`src/abd_cfg.svh`:
```
// Constants for the add / AND / bit-operation datapath.
// Assumes inclusion by bare name from the package and the datapath.
`ifndef ABD_CFG_SVH
`define ABD_CFG_SVH

`define ABD_DATA_W      8
`define ABD_ADDR_W      7
`define ABD_BSEL_W      3
`define ABD_ACC_RST     8'h00
`define ABD_FLAG_RST    1'b0
`define ABD_NIB_MSB     3
`define ABD_DEST_ACC    1'b0
`define ABD_DEST_REG    1'b1

`endif

```
`src/abd_pkg.sv`:
```
// Types for the add / AND / bit-operation datapath.
// Assumes abd_cfg.svh is on the include path.
`include "abd_cfg.svh"

package abd_pkg;

  typedef enum logic [3:0] {
    ABD_OP_NOP   = 4'h0,
    ABD_OP_ADDL  = 4'h1,
    ABD_OP_ADDR  = 4'h2,
    ABD_OP_ANDL  = 4'h3,
    ABD_OP_ANDR  = 4'h4,
    ABD_OP_BCLR  = 4'h5,
    ABD_OP_BSET  = 4'h6,
    ABD_OP_TSTZ  = 4'h7,
    ABD_OP_TSTO  = 4'h8
  } abd_op_t;

  typedef enum logic {
    ABD_ST_EXEC = 1'b0,
    ABD_ST_SKIP = 1'b1
  } abd_state_t;

endpackage : abd_pkg

```
`src/abd_datapath.sv`:
```
// Execution datapath for add, AND, bit clear/set and bit test-and-skip.
// Assumes the decoder presents one instruction per instr_valid pulse, with
// the addressed register's contents on rf_rdata in the same cycle.
`timescale 1ns/1ps
`include "abd_cfg.svh"

// Operation
// (RULE1) add_literal_to_accumulator: accumulator plus literal into accumulator, three flags updated
// (RULE2) add_register_op: accumulator plus addressed register, three flags updated from sum
// (RULE3) Destination bit zero writes accumulator, one writes back addressed register
// (RULE4) and_literal_op: accumulator AND literal into accumulator, only null flag
// (RULE5) and_register_op: accumulator AND register to chosen destination, only null flag
// (RULE6) clear_register_bit: selected register bit forced to zero, flags unchanged
// (RULE7) set_register_bit: selected register bit forced to one, flags unchanged
// (RULE8) test_bit_skip_if_zero: bit zero discards next instruction, runs NOP instead
// (RULE9) test_bit_skip_if_one: bit one discards next instruction, runs NOP instead
// (RULE10) Successful conditional test takes two cycles, second one is a NOP
// (RULE11) Operands from I/O port registers use synchronised pin levels, not latches
// (RULE12) Null flag on zero result, carries from bit 7 and bit 3
// (RULE13) Every non-skipping instruction completes in one instruction cycle
module abd_datapath (
  input  wire logic                      mclk,
  input  wire logic                      rst_n,
  input  wire logic                      instr_valid,
  input  wire abd_pkg::abd_op_t          instr_op,
  input  wire logic [`ABD_DATA_W-1:0]    instr_literal,
  input  wire logic [`ABD_ADDR_W-1:0]    instr_addr,
  input  wire logic                      instr_dest,
  input  wire logic [`ABD_BSEL_W-1:0]    instr_bit,
  input  wire logic [`ABD_DATA_W-1:0]    rf_rdata,
  input  wire logic                      port_is_io,
  input  wire logic [`ABD_DATA_W-1:0]    port_pins,
  output logic [`ABD_DATA_W-1:0]         accumulator_r,
  output logic                           byte_overflow_flag_r,
  output logic                           nibble_overflow_flag_r,
  output logic                           result_null_flag_r,
  output logic                           rf_we_r,
  output logic [`ABD_ADDR_W-1:0]         rf_waddr_r,
  output logic [`ABD_DATA_W-1:0]         rf_wdata_r,
  output logic                           skip_nop_r,
  output logic                           done_r
);

  // ****************************************
  // Functions
  // ****************************************
  // Returns {carry from bit 7, carry from bit 3, sum}
  function automatic logic [`ABD_DATA_W+1:0] abd_add(
    input logic [`ABD_DATA_W-1:0] a,
    input logic [`ABD_DATA_W-1:0] b
  );
    logic [`ABD_DATA_W:0]   full;
    logic [`ABD_NIB_MSB+1:0] low;
    full = {1'b0, a} + {1'b0, b};
    low  = {1'b0, a[`ABD_NIB_MSB:0]} + {1'b0, b[`ABD_NIB_MSB:0]};
    return {full[`ABD_DATA_W], low[`ABD_NIB_MSB+1], full[`ABD_DATA_W-1:0]};
  endfunction : abd_add

  // ****************************************
  // Pin synchroniser
  // ****************************************
  logic [`ABD_DATA_W-1:0] pin_s1_r;
  logic [`ABD_DATA_W-1:0] pin_s2_r;

  always_ff @(posedge mclk or negedge rst_n)
  begin
    if (!rst_n)
    begin
      pin_s1_r <= 8'h00;
      pin_s2_r <= 8'h00;
    end
    else
    begin
      pin_s1_r <= port_pins;
      pin_s2_r <= pin_s1_r;
    end
  end

  // ****************************************
  // Operand and result
  // ****************************************
  abd_pkg::abd_state_t       state_r;
  logic                      exec;
  logic [`ABD_DATA_W-1:0]    opnd;
  logic [`ABD_DATA_W-1:0]    src_b;
  logic [`ABD_DATA_W+1:0]    sum;
  logic [`ABD_DATA_W-1:0]    res;
  logic                      bit_val;
  logic                      is_add;
  logic                      is_and;
  logic                      to_reg;
  logic                      skip_nxt;

  assign exec = instr_valid && (state_r == abd_pkg::ABD_ST_EXEC);

  // (RULE11) pin levels
  assign opnd    = port_is_io ? pin_s2_r : rf_rdata;
  assign src_b   = (instr_op == abd_pkg::ABD_OP_ADDL || instr_op == abd_pkg::ABD_OP_ANDL)
                   ? instr_literal : opnd;
  assign sum     = abd_add(accumulator_r, src_b);
  assign bit_val = opnd[instr_bit];
  assign is_add  = (instr_op == abd_pkg::ABD_OP_ADDL) || (instr_op == abd_pkg::ABD_OP_ADDR);
  assign is_and  = (instr_op == abd_pkg::ABD_OP_ANDL) || (instr_op == abd_pkg::ABD_OP_ANDR);

  always_comb
  begin
    res      = opnd;
    to_reg   = 1'b0;
    skip_nxt = 1'b0;
    unique case (instr_op)
      abd_pkg::ABD_OP_ADDL: res = sum[`ABD_DATA_W-1:0];
      abd_pkg::ABD_OP_ADDR:
      begin
        res    = sum[`ABD_DATA_W-1:0];
        to_reg = (instr_dest == `ABD_DEST_REG);
      end
      abd_pkg::ABD_OP_ANDL: res = accumulator_r & src_b;
      abd_pkg::ABD_OP_ANDR:
      begin
        res    = accumulator_r & src_b;
        to_reg = (instr_dest == `ABD_DEST_REG);
      end
      // (RULE6) bit clear
      abd_pkg::ABD_OP_BCLR:
      begin
        res            = opnd;
        res[instr_bit] = 1'b0;
        to_reg         = 1'b1;
      end
      // (RULE7) bit set
      abd_pkg::ABD_OP_BSET:
      begin
        res            = opnd;
        res[instr_bit] = 1'b1;
        to_reg         = 1'b1;
      end
      // (RULE8) skip on zero
      abd_pkg::ABD_OP_TSTZ: skip_nxt = ~bit_val;
      // (RULE9) skip on one
      abd_pkg::ABD_OP_TSTO: skip_nxt = bit_val;
      abd_pkg::ABD_OP_NOP:  res = opnd;
      default:              res = opnd;
    endcase
  end

  // ****************************************
  // Skip sequencing
  // ****************************************
  // (RULE10) second cycle as NOP
  always_ff @(posedge mclk or negedge rst_n)
  begin
    if (!rst_n)
      state_r <= abd_pkg::ABD_ST_EXEC;
    else if (instr_valid && state_r == abd_pkg::ABD_ST_SKIP)
      state_r <= abd_pkg::ABD_ST_EXEC;
    else if (exec && skip_nxt)
      state_r <= abd_pkg::ABD_ST_SKIP;
  end

  always_ff @(posedge mclk or negedge rst_n)
  begin
    if (!rst_n)
      skip_nop_r <= 1'b0;
    else
      skip_nop_r <= instr_valid && (state_r == abd_pkg::ABD_ST_SKIP);
  end

  // (RULE13) one-cycle completion
  always_ff @(posedge mclk or negedge rst_n)
  begin
    if (!rst_n)
      done_r <= 1'b0;
    else
      done_r <= exec && !skip_nxt;
  end

  // ****************************************
  // Accumulator and register write-back
  // ****************************************
  // (RULE3) destination routing
  always_ff @(posedge mclk or negedge rst_n)
  begin
    if (!rst_n)
      accumulator_r <= `ABD_ACC_RST;
    else if (exec && (is_add || is_and) && !to_reg)
      accumulator_r <= res;
  end

  always_ff @(posedge mclk or negedge rst_n)
  begin
    if (!rst_n)
    begin
      rf_we_r    <= 1'b0;
      rf_waddr_r <= 7'h00;
      rf_wdata_r <= 8'h00;
    end
    else
    begin
      rf_we_r <= exec && to_reg;
      if (exec && to_reg)
      begin
        rf_waddr_r <= instr_addr;
        rf_wdata_r <= res;
      end
    end
  end

  // ****************************************
  // Status flags
  // ****************************************
  // (RULE12) flag sources
  always_ff @(posedge mclk or negedge rst_n)
  begin
    if (!rst_n)
    begin
      byte_overflow_flag_r   <= `ABD_FLAG_RST;
      nibble_overflow_flag_r <= `ABD_FLAG_RST;
      result_null_flag_r     <= `ABD_FLAG_RST;
    end
    else if (exec && (is_add || is_and))
    begin
      result_null_flag_r <= (res == 8'h00);
      if (is_add)
      begin
        byte_overflow_flag_r   <= sum[`ABD_DATA_W+1];
        nibble_overflow_flag_r <= sum[`ABD_DATA_W];
      end
    end
  end

  // ****************************************
  // Assertions
  // ****************************************
  a_add_lit_acc: assert property ( // (RULE1)
    @(posedge mclk) disable iff (!rst_n)
    exec && instr_op == abd_pkg::ABD_OP_ADDL |=>
    accumulator_r == 8'($past(accumulator_r) + $past(instr_literal)))
    else $error("literal add result wrong");

  a_add_reg_flags: assert property ( // (RULE2)
    @(posedge mclk) disable iff (!rst_n)
    exec && instr_op == abd_pkg::ABD_OP_ADDR && !port_is_io |=>
    byte_overflow_flag_r == (9'({1'b0, $past(accumulator_r)}) + 9'({1'b0, $past(rf_rdata)}) > 9'h0FF))
    else $error("register add carry wrong");

  a_dest_route: assert property ( // (RULE3)
    @(posedge mclk) disable iff (!rst_n)
    exec && instr_op == abd_pkg::ABD_OP_ANDR && instr_dest == `ABD_DEST_REG |=>
    rf_we_r && accumulator_r == $past(accumulator_r))
    else $error("register destination not honoured");

  a_and_lit_flags: assert property ( // (RULE4)
    @(posedge mclk) disable iff (!rst_n)
    exec && instr_op == abd_pkg::ABD_OP_ANDL |=>
    $stable(byte_overflow_flag_r) && $stable(nibble_overflow_flag_r) &&
    accumulator_r == ($past(accumulator_r) & $past(instr_literal)))
    else $error("literal AND wrong");

  a_and_reg_null: assert property ( // (RULE5)
    @(posedge mclk) disable iff (!rst_n)
    exec && instr_op == abd_pkg::ABD_OP_ANDR && !port_is_io |=>
    result_null_flag_r == (($past(accumulator_r) & $past(rf_rdata)) == 8'h00))
    else $error("register AND null flag wrong");

  a_bit_clear: assert property ( // (RULE6)
    @(posedge mclk) disable iff (!rst_n)
    exec && instr_op == abd_pkg::ABD_OP_BCLR |=>
    rf_we_r && !rf_wdata_r[$past(instr_bit)] && $stable(result_null_flag_r))
    else $error("bit clear wrong");

  a_bit_set: assert property ( // (RULE7)
    @(posedge mclk) disable iff (!rst_n)
    exec && instr_op == abd_pkg::ABD_OP_BSET |=>
    rf_we_r && rf_wdata_r[$past(instr_bit)] && $stable(byte_overflow_flag_r))
    else $error("bit set wrong");

  a_skip_zero: assert property ( // (RULE8)
    @(posedge mclk) disable iff (!rst_n)
    exec && instr_op == abd_pkg::ABD_OP_TSTZ && !bit_val |=>
    state_r == abd_pkg::ABD_ST_SKIP && !done_r && !rf_we_r)
    else $error("skip on zero did not discard");

  a_skip_slot: assert property ( // (RULE10)
    @(posedge mclk) disable iff (!rst_n)
    instr_valid && state_r == abd_pkg::ABD_ST_SKIP |=>
    skip_nop_r && !done_r && !rf_we_r && $stable(accumulator_r))
    else $error("discarded slot not run as no-op");

  a_skip_one: assert property ( // (RULE9)
    @(posedge mclk) disable iff (!rst_n)
    exec && instr_op == abd_pkg::ABD_OP_TSTO && !bit_val |=>
    done_r && state_r == abd_pkg::ABD_ST_EXEC)
    else $error("skip on one misfired");

  a_io_operand: assert property ( // (RULE11)
    @(posedge mclk) disable iff (!rst_n)
    exec && port_is_io && instr_op == abd_pkg::ABD_OP_BSET |=>
    rf_wdata_r == ($past(pin_s2_r) | (8'h01 << $past(instr_bit))))
    else $error("port operand not taken from pins");

endmodule : abd_datapath

```
`config.mk`:
```
export PLATFORM = sky130hd
export DESIGN_NAME = abd_datapath
export DESIGN_NICKNAME = d
export VERILOG_FILES = /design/src/abd_pkg.sv /design/src/abd_datapath.sv
export VERILOG_INCLUDE_DIRS = /design/src
export SDC_FILE = /design/constraint.sdc
export NUM_CORES = 1
export LEC_CHECK = 0
export BUFFER_PORTS_ARGS = -buffer_cell sky130_fd_sc_hd__buf_2
export CAP_MARGIN = 15
export CORE_ASPECT_RATIO = 0.6
export CORE_UTILIZATION = 50
export CTS_BUF_LIST = sky130_fd_sc_hd__clkbuf_16
export CTS_CLUSTER_DIAMETER = 50
export CTS_CLUSTER_SIZE = 28
export DETAILED_ROUTE_END_ITERATION = 8
export GPL_ROUTABILITY_DRIVEN = 0
export PLACE_DENSITY_LB_ADDON = 0.08
export SKIP_CTS_REPAIR_TIMING = 1
export SLEW_MARGIN = 20
export SYNTH_ARGS = -nofsm -noshare
export SYNTH_HDL_FRONTEND = slang
export SYNTH_SLANG_ARGS = --single-unit
```
`constraint.sdc`:
```
create_clock -name mclk -period 3.8 [get_ports mclk]
set_clock_uncertainty 0.15 [all_clocks]
set_input_delay 0.38 -clock mclk [delete_from_list [all_inputs] [get_ports mclk]]
set_output_delay 0.38 -clock mclk [all_outputs]
set_load 0.05 [all_outputs]
```
After elaboration in Yosys (flattened, before gate mapping)
Index checks and enable logic that the tools add are counted. Widths: inputs -> output; s select.

Add/sub/neg operators: 2. Magnitude comparators: 2. Eq/ne operators: 8. Muxes and demuxes: 11. Bitwise gates (word level): 6. Reductions and logical operators: 21.

Operators by type and width (count): $pmux 8 s4 (1); $and 8x8->8 (2); $eq 4x3->1 const B (4); $mux 8 (2); $add 8x8->9 (1); $eq 4x2->1 const B (2); $logic_and 1x1->1 (8); $logic_not 8->1 (1); $not 8->8 (1); $or 8x8->8 (1); $reduce_or 2->1 (4); $add 4x4->5 (1); $eq 4x1->1 const B (1); $eq 4x4->1 const B (1); $logic_or 1x1->1 (4); $lt 3x4->1 const B (1); $mux 1 (4); $pmux 1 s2 (2); $bmux 1 s3 (1); $demux 1 s3 (1); $ge 3x1->1 const B (1); $logic_not 1->1 (2); $not 1->1 (2); $reduce_and 2->1 (1); $reduce_bool 2->1 (1).

Flip-flop bits (word level): 46. Logic and storage cells: 62.

Depth between registers and ports, before layout
Gate-level depths: netlist of run 1.

Word-level depth: 8. Depth in mapped cells: 13. Gate-level depth less buffers: 12.

Worst setup path before layout of run 1
No wires, ideal clock.

Kind: input-to-reg. Start point: input port instr_op[0]. End point: register result_null_flag_r. Library setup time: 92 ps. Arrival: 3056 ps. Slack: 502 ps. Stages: 13. Buffers on the path: 3. Cell sequence: buf_4 > buf_4 > nand2_1 > clkbuf_1 > a21oi_1 > ha_1 > fa_1 > a21o_1 > a21oi_2 > xnor2_1 > a2111oi_4 > nand4b_1 > o31ai_2.

Word-level cells in the longest chain between the ends: 6. Elaborated cells between the ends (all ways): 18. Classes of those cells: add/sub: 1; eq/ne: 6; mux: 2; bitwise: 1; reduce/logical: 8.

RTL lines: from (decl) (line abd_datapath.sv:25) `input wire abd_pkg::abd_op_t instr_op,`; $eq 4x1->1 / $eq 4x2->1 (equally long branches); $logic_or 1x1->1 (line abd_datapath.sv:98) `assign src_b = (instr_op == abd_pkg::ABD_OP_ADDL || instr_op == abd_pkg::ABD_OP_ANDL)`; $mux 8 (line abd_datapath.sv:99) `? instr_literal : opnd;`; $add 8x8->9 / $and 8x8->8 (equally long branches) (line abd_datapath.sv:54, abd_datapath.sv:117, abd_datapath.sv:120); $pmux 8 s4 (line abd_datapath.sv:110) `unique case (instr_op)`; $logic_not 8->1 (line abd_datapath.sv:222) `result_null_flag_r <= (res == 8'h00);`; to (signal assigned) (line abd_datapath.sv:218) `` result_null_flag_r <= `ABD_FLAG_RST; ``; to (signal assigned) (line abd_datapath.sv:222); to (decl) (line abd_datapath.sv:36) `output logic result_null_flag_r,`.

Parallel ways exist; a longest one is shown, timed or not. A chain may end at the register's enable or synchronous reset.

Final worst setup path of run 1
Start point: input port instr_op[3]. End point: register result_null_flag_r.

The elaborated chain is that of the path after synthesis.

==> reports/metrics.cfg, run 1 <==
[run_status]
status = finished, final reports clean

[synth]
synth.area.top_cells = dfrtp_1, nand2_1, ha_1
synth_cells = 291
avgSynthCellArea_sq_um = 9.62
yosys_most_used_dff = dfrtp_1
synthArstFlopShare_pct = 100
synth_seq_cells = 46
synth.largest_area_cell = dfrtp_1
synth_edf_count = 0
ys_warn_count = 0
yosysUniqueCellTypes = 65
seq_area_frac_synth_pct = 41.1
synth_area_sq_um = 2800
netlist.area_leader.share_pct = 41.1
syn_nets = 344

[floorplan]
coreArea_sq_um = 5230
die_w_um = 98.6
die_y_um = 60.0
io_pins = 72
initial_core_util_pct = 53.5
core.rowCount = 20
dieArea_sq_um = 5910

[cells_and_area]
final_nets = 415
final_cell_mix = buf_2, nand2_1, dfrtp_1
final_common_cell = buf_2
area_delta_synth_final_pct = 19.7
diodes = 0
drive_above_1_share_pct = 31.7

[global_route]
grt_max_degree = 38
grt_pass1_wl_um = 11700
antenna_found_initial = 0
grt_overflow = 0
grt_pass1_vias = 2208
grt_usage_pct = 26.8

[routing]
drtIter0Drc = 260
route.detailed.drc = 0
first_pass_iters = 4
avgViaCountPerCell = 5.75
final_antenna_net_count = 0
dr_total_vias = 2468
wirelength_um = 7250
avgRoutedWirePerCell_um = 16.9

[clocking]
cts_sinks = 46
cts-buffers-inserted = 5
path_clk_slew_ps = 70
clock_latency_ps = 290
root_buffer = clkbuf_16
cts.htree.levels = 2
clockBufferDepth = 2
cts_tree = yes

[flow_run]
cap_violations = 0

[worst_setup_path]
r2r-start = pin_s2_r[1]
critPathBufInv = 2
reg2reg_slack_ps = 790
r2r_end = result_null_flag_r
cp_top_family = compound AO/OA/AOI/OAI gates
cp.depth = 13
cp_common_cell = nor2_1
rr_worst_depth = 9
cp-start-kind = input pin
worstPathMaxFanout = 16
cp_data_arrival_time_ps = 3210
endpoint_kind = flop
critPathSlowestCell = a221oi_2
cp_data_required_time_ps = 3850
cp_cell_sequence = buf_2, nor2_1, nand2_1, buf_4, nor2_1, a21oi_1, ha_1, a21o_1, a221oi_2, mux2i_1, a211o_1, nand4b_1, o31ai_2
slowest_delay_ps = 430
path_class = in -> reg

[sta]
setup_tns_ps = 0
fmax_mhz = 317
grt_setup_unrepaired = false
finalCritPeriodShare_pct = 83.0
max_slew_margin_pct = 60.9
drv_slew = 0
hold_viol = 0
post-route-min-period_ps = 3150
worst_slew_pin_slew_ps = 586
finalSetupViolCount = 0
setup_ws_ps = 647

[hold_path]
hold_path.class = in -> reg
hold-path-cell-count = 1
min_to = pin_s1_r[4]
hp-start = port_pins[4]

[power]
power_leakage_nw = 1.64
vdd_drop_max_uv = 273
p_per_area_nw_per_um2 = 559

[place]
io_buffers = 71
place_worst_setup_slack_ps = 399
dp_hpwl_um = 5560

-- Yosys cell counts, types with 3 or more instances --
cell      count
buf_4         3
nand2b_1      6
nor2_1       18
a22o_1        3
mux2i_1      11
nand3_1       4
o21ai_1       3
nand3b_1      5
buf_6         3
nand2_1      53
dfrtp_1      46
nor2b_1       4
o21ai_0      16
ha_1          9
xnor2_1       3
a22oi_1       3
a21oi_1      21
a31oi_1       3
buf_2         6
xor2_1        3
a21o_1        5
mux2_2        5
o22ai_1       3
clkbuf_1      3
-- per-stage QoR --
step	util, %	hold WS [ps]	std cells	total power [mW]	cell area, sq um
after detailed placement	61.1	100	420	1.43	3190
after floorplan	-	-65.6	291	1.23	2800
after global routing	64.1	36.9	429	1.97	3350
final	64.1	38.6	429	1.87	3350
after CTS	63.9	-204	428	1.87	3340
after global placement	61.1	103	420	1.43	3190
-- worst reg2reg max path, stage by stage (launching register included) --
cell and delay, ps:
dfrtp_1 380, mux2i_1 370, a21oi_1 190, ha_1 310, a21o_1 190, a221oi_2 430
mux2i_1 130, a211o_1 310, nand4b_1 220, o31ai_2 250
-- final cells by class --
class	count	area, sq um
flip-flops and latches	46	1150
inverters	2	7.51
clock inverters	3	23.8
repair buffers	79	418
multi-input cells	228	1540
well taps	66	82.6
fillers	437	1880
clock buffers	5	125
-- worst max path at each step --
stage	startpoint	endpoint
floorplan	instr_op[0]	result_null_flag_r
global placement	instr_op[3]	result_null_flag_r
detailed placement	instr_op[3]	result_null_flag_r
CTS	instr_op[3]	result_null_flag_r
global route	instr_op[3]	result_null_flag_r
finish	instr_op[3]	result_null_flag_r
-- report_power, final --
part	internal, mW	switching (mW)	leakage (nW)
logic	0.247	0.557	1.01
registers	0.575	0.0563	0.568
clock network	0.246	0.192	0.0664
total	1.07	0.805	1.64
-- sequential cells by signal, summed over array words and instances (netlist names) --
name,count
rf_we_r,1
pin_s2_r,8
rf_waddr_r,7
pin_s1_r,8
nibble_overflow_flag_r,1
accumulator_r,8
byte_overflow_flag_r,1
state_r,1
rf_wdata_r,8
skip_nop_r,1
done_r,1
result_null_flag_r,1
-- per-layer routing --
metal	GRT usage [%]	wire [um]	up-vias
met1	41.1	3550	1143
met3	6.08	666	11
met2	37.9	2960	126
met4	7.04	76	0
met5	0	0	-
li1	-	-	1188
-- cell families after synthesis --
group	Yosys count	synth area share, %
mux	18	7.55
compound gates	75	18.6
fa+ha+maj	12	5.50
buf+inv	17	3.75
xor+xnor	6	1.88
simple gates	117	21.6
flops	46	41.1
(Power assumes the default switching activity.)
==> inputs of run 2 (changes only) <==
==> constraint.sdc (replaced) <==
create_clock -name mclk -period 2.95 [get_ports mclk]
set_clock_uncertainty 0.15 [all_clocks]
set_input_delay 0.295 -clock mclk [delete_from_list [all_inputs] [get_ports mclk]]
set_output_delay 0.295 -clock mclk [all_outputs]
set_load 0.05 [all_outputs]
==> reports/metrics.cfg, run 2 (same netlist as run 1, synthesis figures left out) <==
[routing]
final_antenna_net_count = 0
wirelength_um = 7970
avgViaCountPerCell = 5.86
route.detailed.drc = 0
dr_total_vias = 2676
avgRoutedWirePerCell_um = 17.4
first_pass_iters = 5
drtIter0Drc = 256

[global_route]
grt_max_degree = 47
grt_util_met2_pct = 43.3
global_route.usage.met3_pct = 5.50
antenna_found_initial = 0
met1_usage_pct = 40.5
grt_overflow = 0
grt_usage_pct = 28.0
grt_pass1_vias = 2406
busiest_layer = met2
grt_pass1_wl_um = 12300

[clocking]
cts_tree = yes
path_clk_slew_ps = 70
clockBufferDepth = 2
cts-buffers-inserted = 5
root_buffer = clkbuf_16
cts_sinks = 46
cts.htree.levels = 2
clock_latency_ps = 290

[floorplan]
initial_core_util_pct = 53.5
core.rowCount = 20
die_y_um = 60.0
dieArea_sq_um = 5910
io_pins = 72
die_w_um = 98.6
coreArea_sq_um = 5230

[worst_setup_path]
cp_top_family = compound AO/OA/AOI/OAI gates
cp_cell_sequence = mux2i_1, buf_4, a21oi_2, ha_2, fa_2, a22o_1, a22o_1, nor4_2, buf_4, nand4b_1, o31ai_2
path_class = reg -> reg
cp-start-kind = flop
critPathSlowestCell = fa_2
worstPathMaxFanout = 2
cp_data_arrival_time_ps = 2890
slowest_delay_ps = 430
endpoint_kind = flop
critPathBufInv = 2
cp_data_required_time_ps = 3000

[cells_and_area]
area_delta_synth_final_pct = 29.6
drive_above_1_share_pct = 36.6
final_cell_mix = buf_2, nand2_1, dfrtp_1
final_common_cell = buf_2
diodes = 0
design_area_sq_um = 3630
final_util_pct = 69.4
fill_cells = 438
final_nets = 443

[power]
comb_power_share_pct = 45.2
netSwitchingFraction_pct = 42.8
vdd_drop_max_uv = 453
power_leakage_nw = 1.78
p_int_mw = 1.45
p_seq_share_pct = 32.2
p_switching_mw = 1.08
clkPwrFrac_pct = 22.7
p_per_area_nw_per_um2 = 698

[sta]
setup_ws_ps = 116
hold_ws_ps = 41.5
worst_slew_pin_slew_ps = 592
grt_setup_unrepaired = false
finalSetupViolCount = 0
drv_slew = 0
max_slew_margin_pct = 60.5
hold_viol = 0
fmax_mhz = 353
post-route-min-period_ps = 2830
finalCritPeriodShare_pct = 96.1

[place]
dp_hpwl_um = 5960
place_worst_setup_slack_ps = -76.8
place_area_sq_um = 3360
io_buffers = 71

[flow_run]
cap_violations = 0

[hold_path]
hold_path.class = in -> reg

[run_status]
status = finished, final reports clean

==> run 2: routing by layer <==
metal | vias up | wire length, um
met2 | 129 | 3580
met1 | 1285 | 3670
met4 | 0 | 125
met3 | 18 | 597
li1 | 1244 | -
met5 | - | 0
==> run 2: worst paths after layout <==
kind	start	to	slack, ps	depth (start not counted)
min in group asynchronous	rst_n	pin_s1_r[5]	400	2
hold reg to reg	pin_s1_r[5]	pin_s2_r[5]	200	0
setup reg to reg	pin_s2_r[0]	result_null_flag_r	120	11
setup / recovery	pin_s2_r[0]	result_null_flag_r	120	11
hold / removal	instr_addr[5]	rf_waddr_r[5]	40	3
max in group asynchronous	rst_n	accumulator_r[0]	1850	2
==> run 2: final cells by class <==
cell class | count | area, sq um | share of cell area [%]
multi-input cells | 228 | 1590 | 43.8
repair buffers | 107 | 651 | 17.9
clock inverters | 3 | 23.8 | 0.655
inverters | 2 | 7.51 | 0.207
clock buffers | 5 | 125 | 3.45
flip-flops and latches | 46 | 1150 | 31.7
well taps | 66 | 82.6 | 2.28
==> run 2: worst min-delay path, stage by stage <==
cell and delay [ps]:
buf_2 70, nand2_1 40, nand2_1 40
==> run 2: power by group through the flow <==
stage	Clock, mW	Combinational (mW)	Sequential (mW)
6_report	0.574	1.14	0.815
3_5_place_dp	0	1.10	0.825
4_1_cts	0.578	1.11	0.814
2_1_floorplan	0	0.432	1.17
5_1_grt	0.603	1.21	0.827
3_3_place_gp	0	1.08	0.819
==> run 2: stage by stage <==
| step | instances | power, mW | TNS, ps |
|---|---|---|---|
| final | 457 | 2.53 | 0 |
| after global routing | 457 | 2.64 | 0 |
| after floorplan | 291 | 1.60 | 0 |
| after CTS | 447 | 2.50 | 0 |
| after detailed placement | 439 | 1.92 | -76.8 |
| after global placement | 439 | 1.89 | 0 |
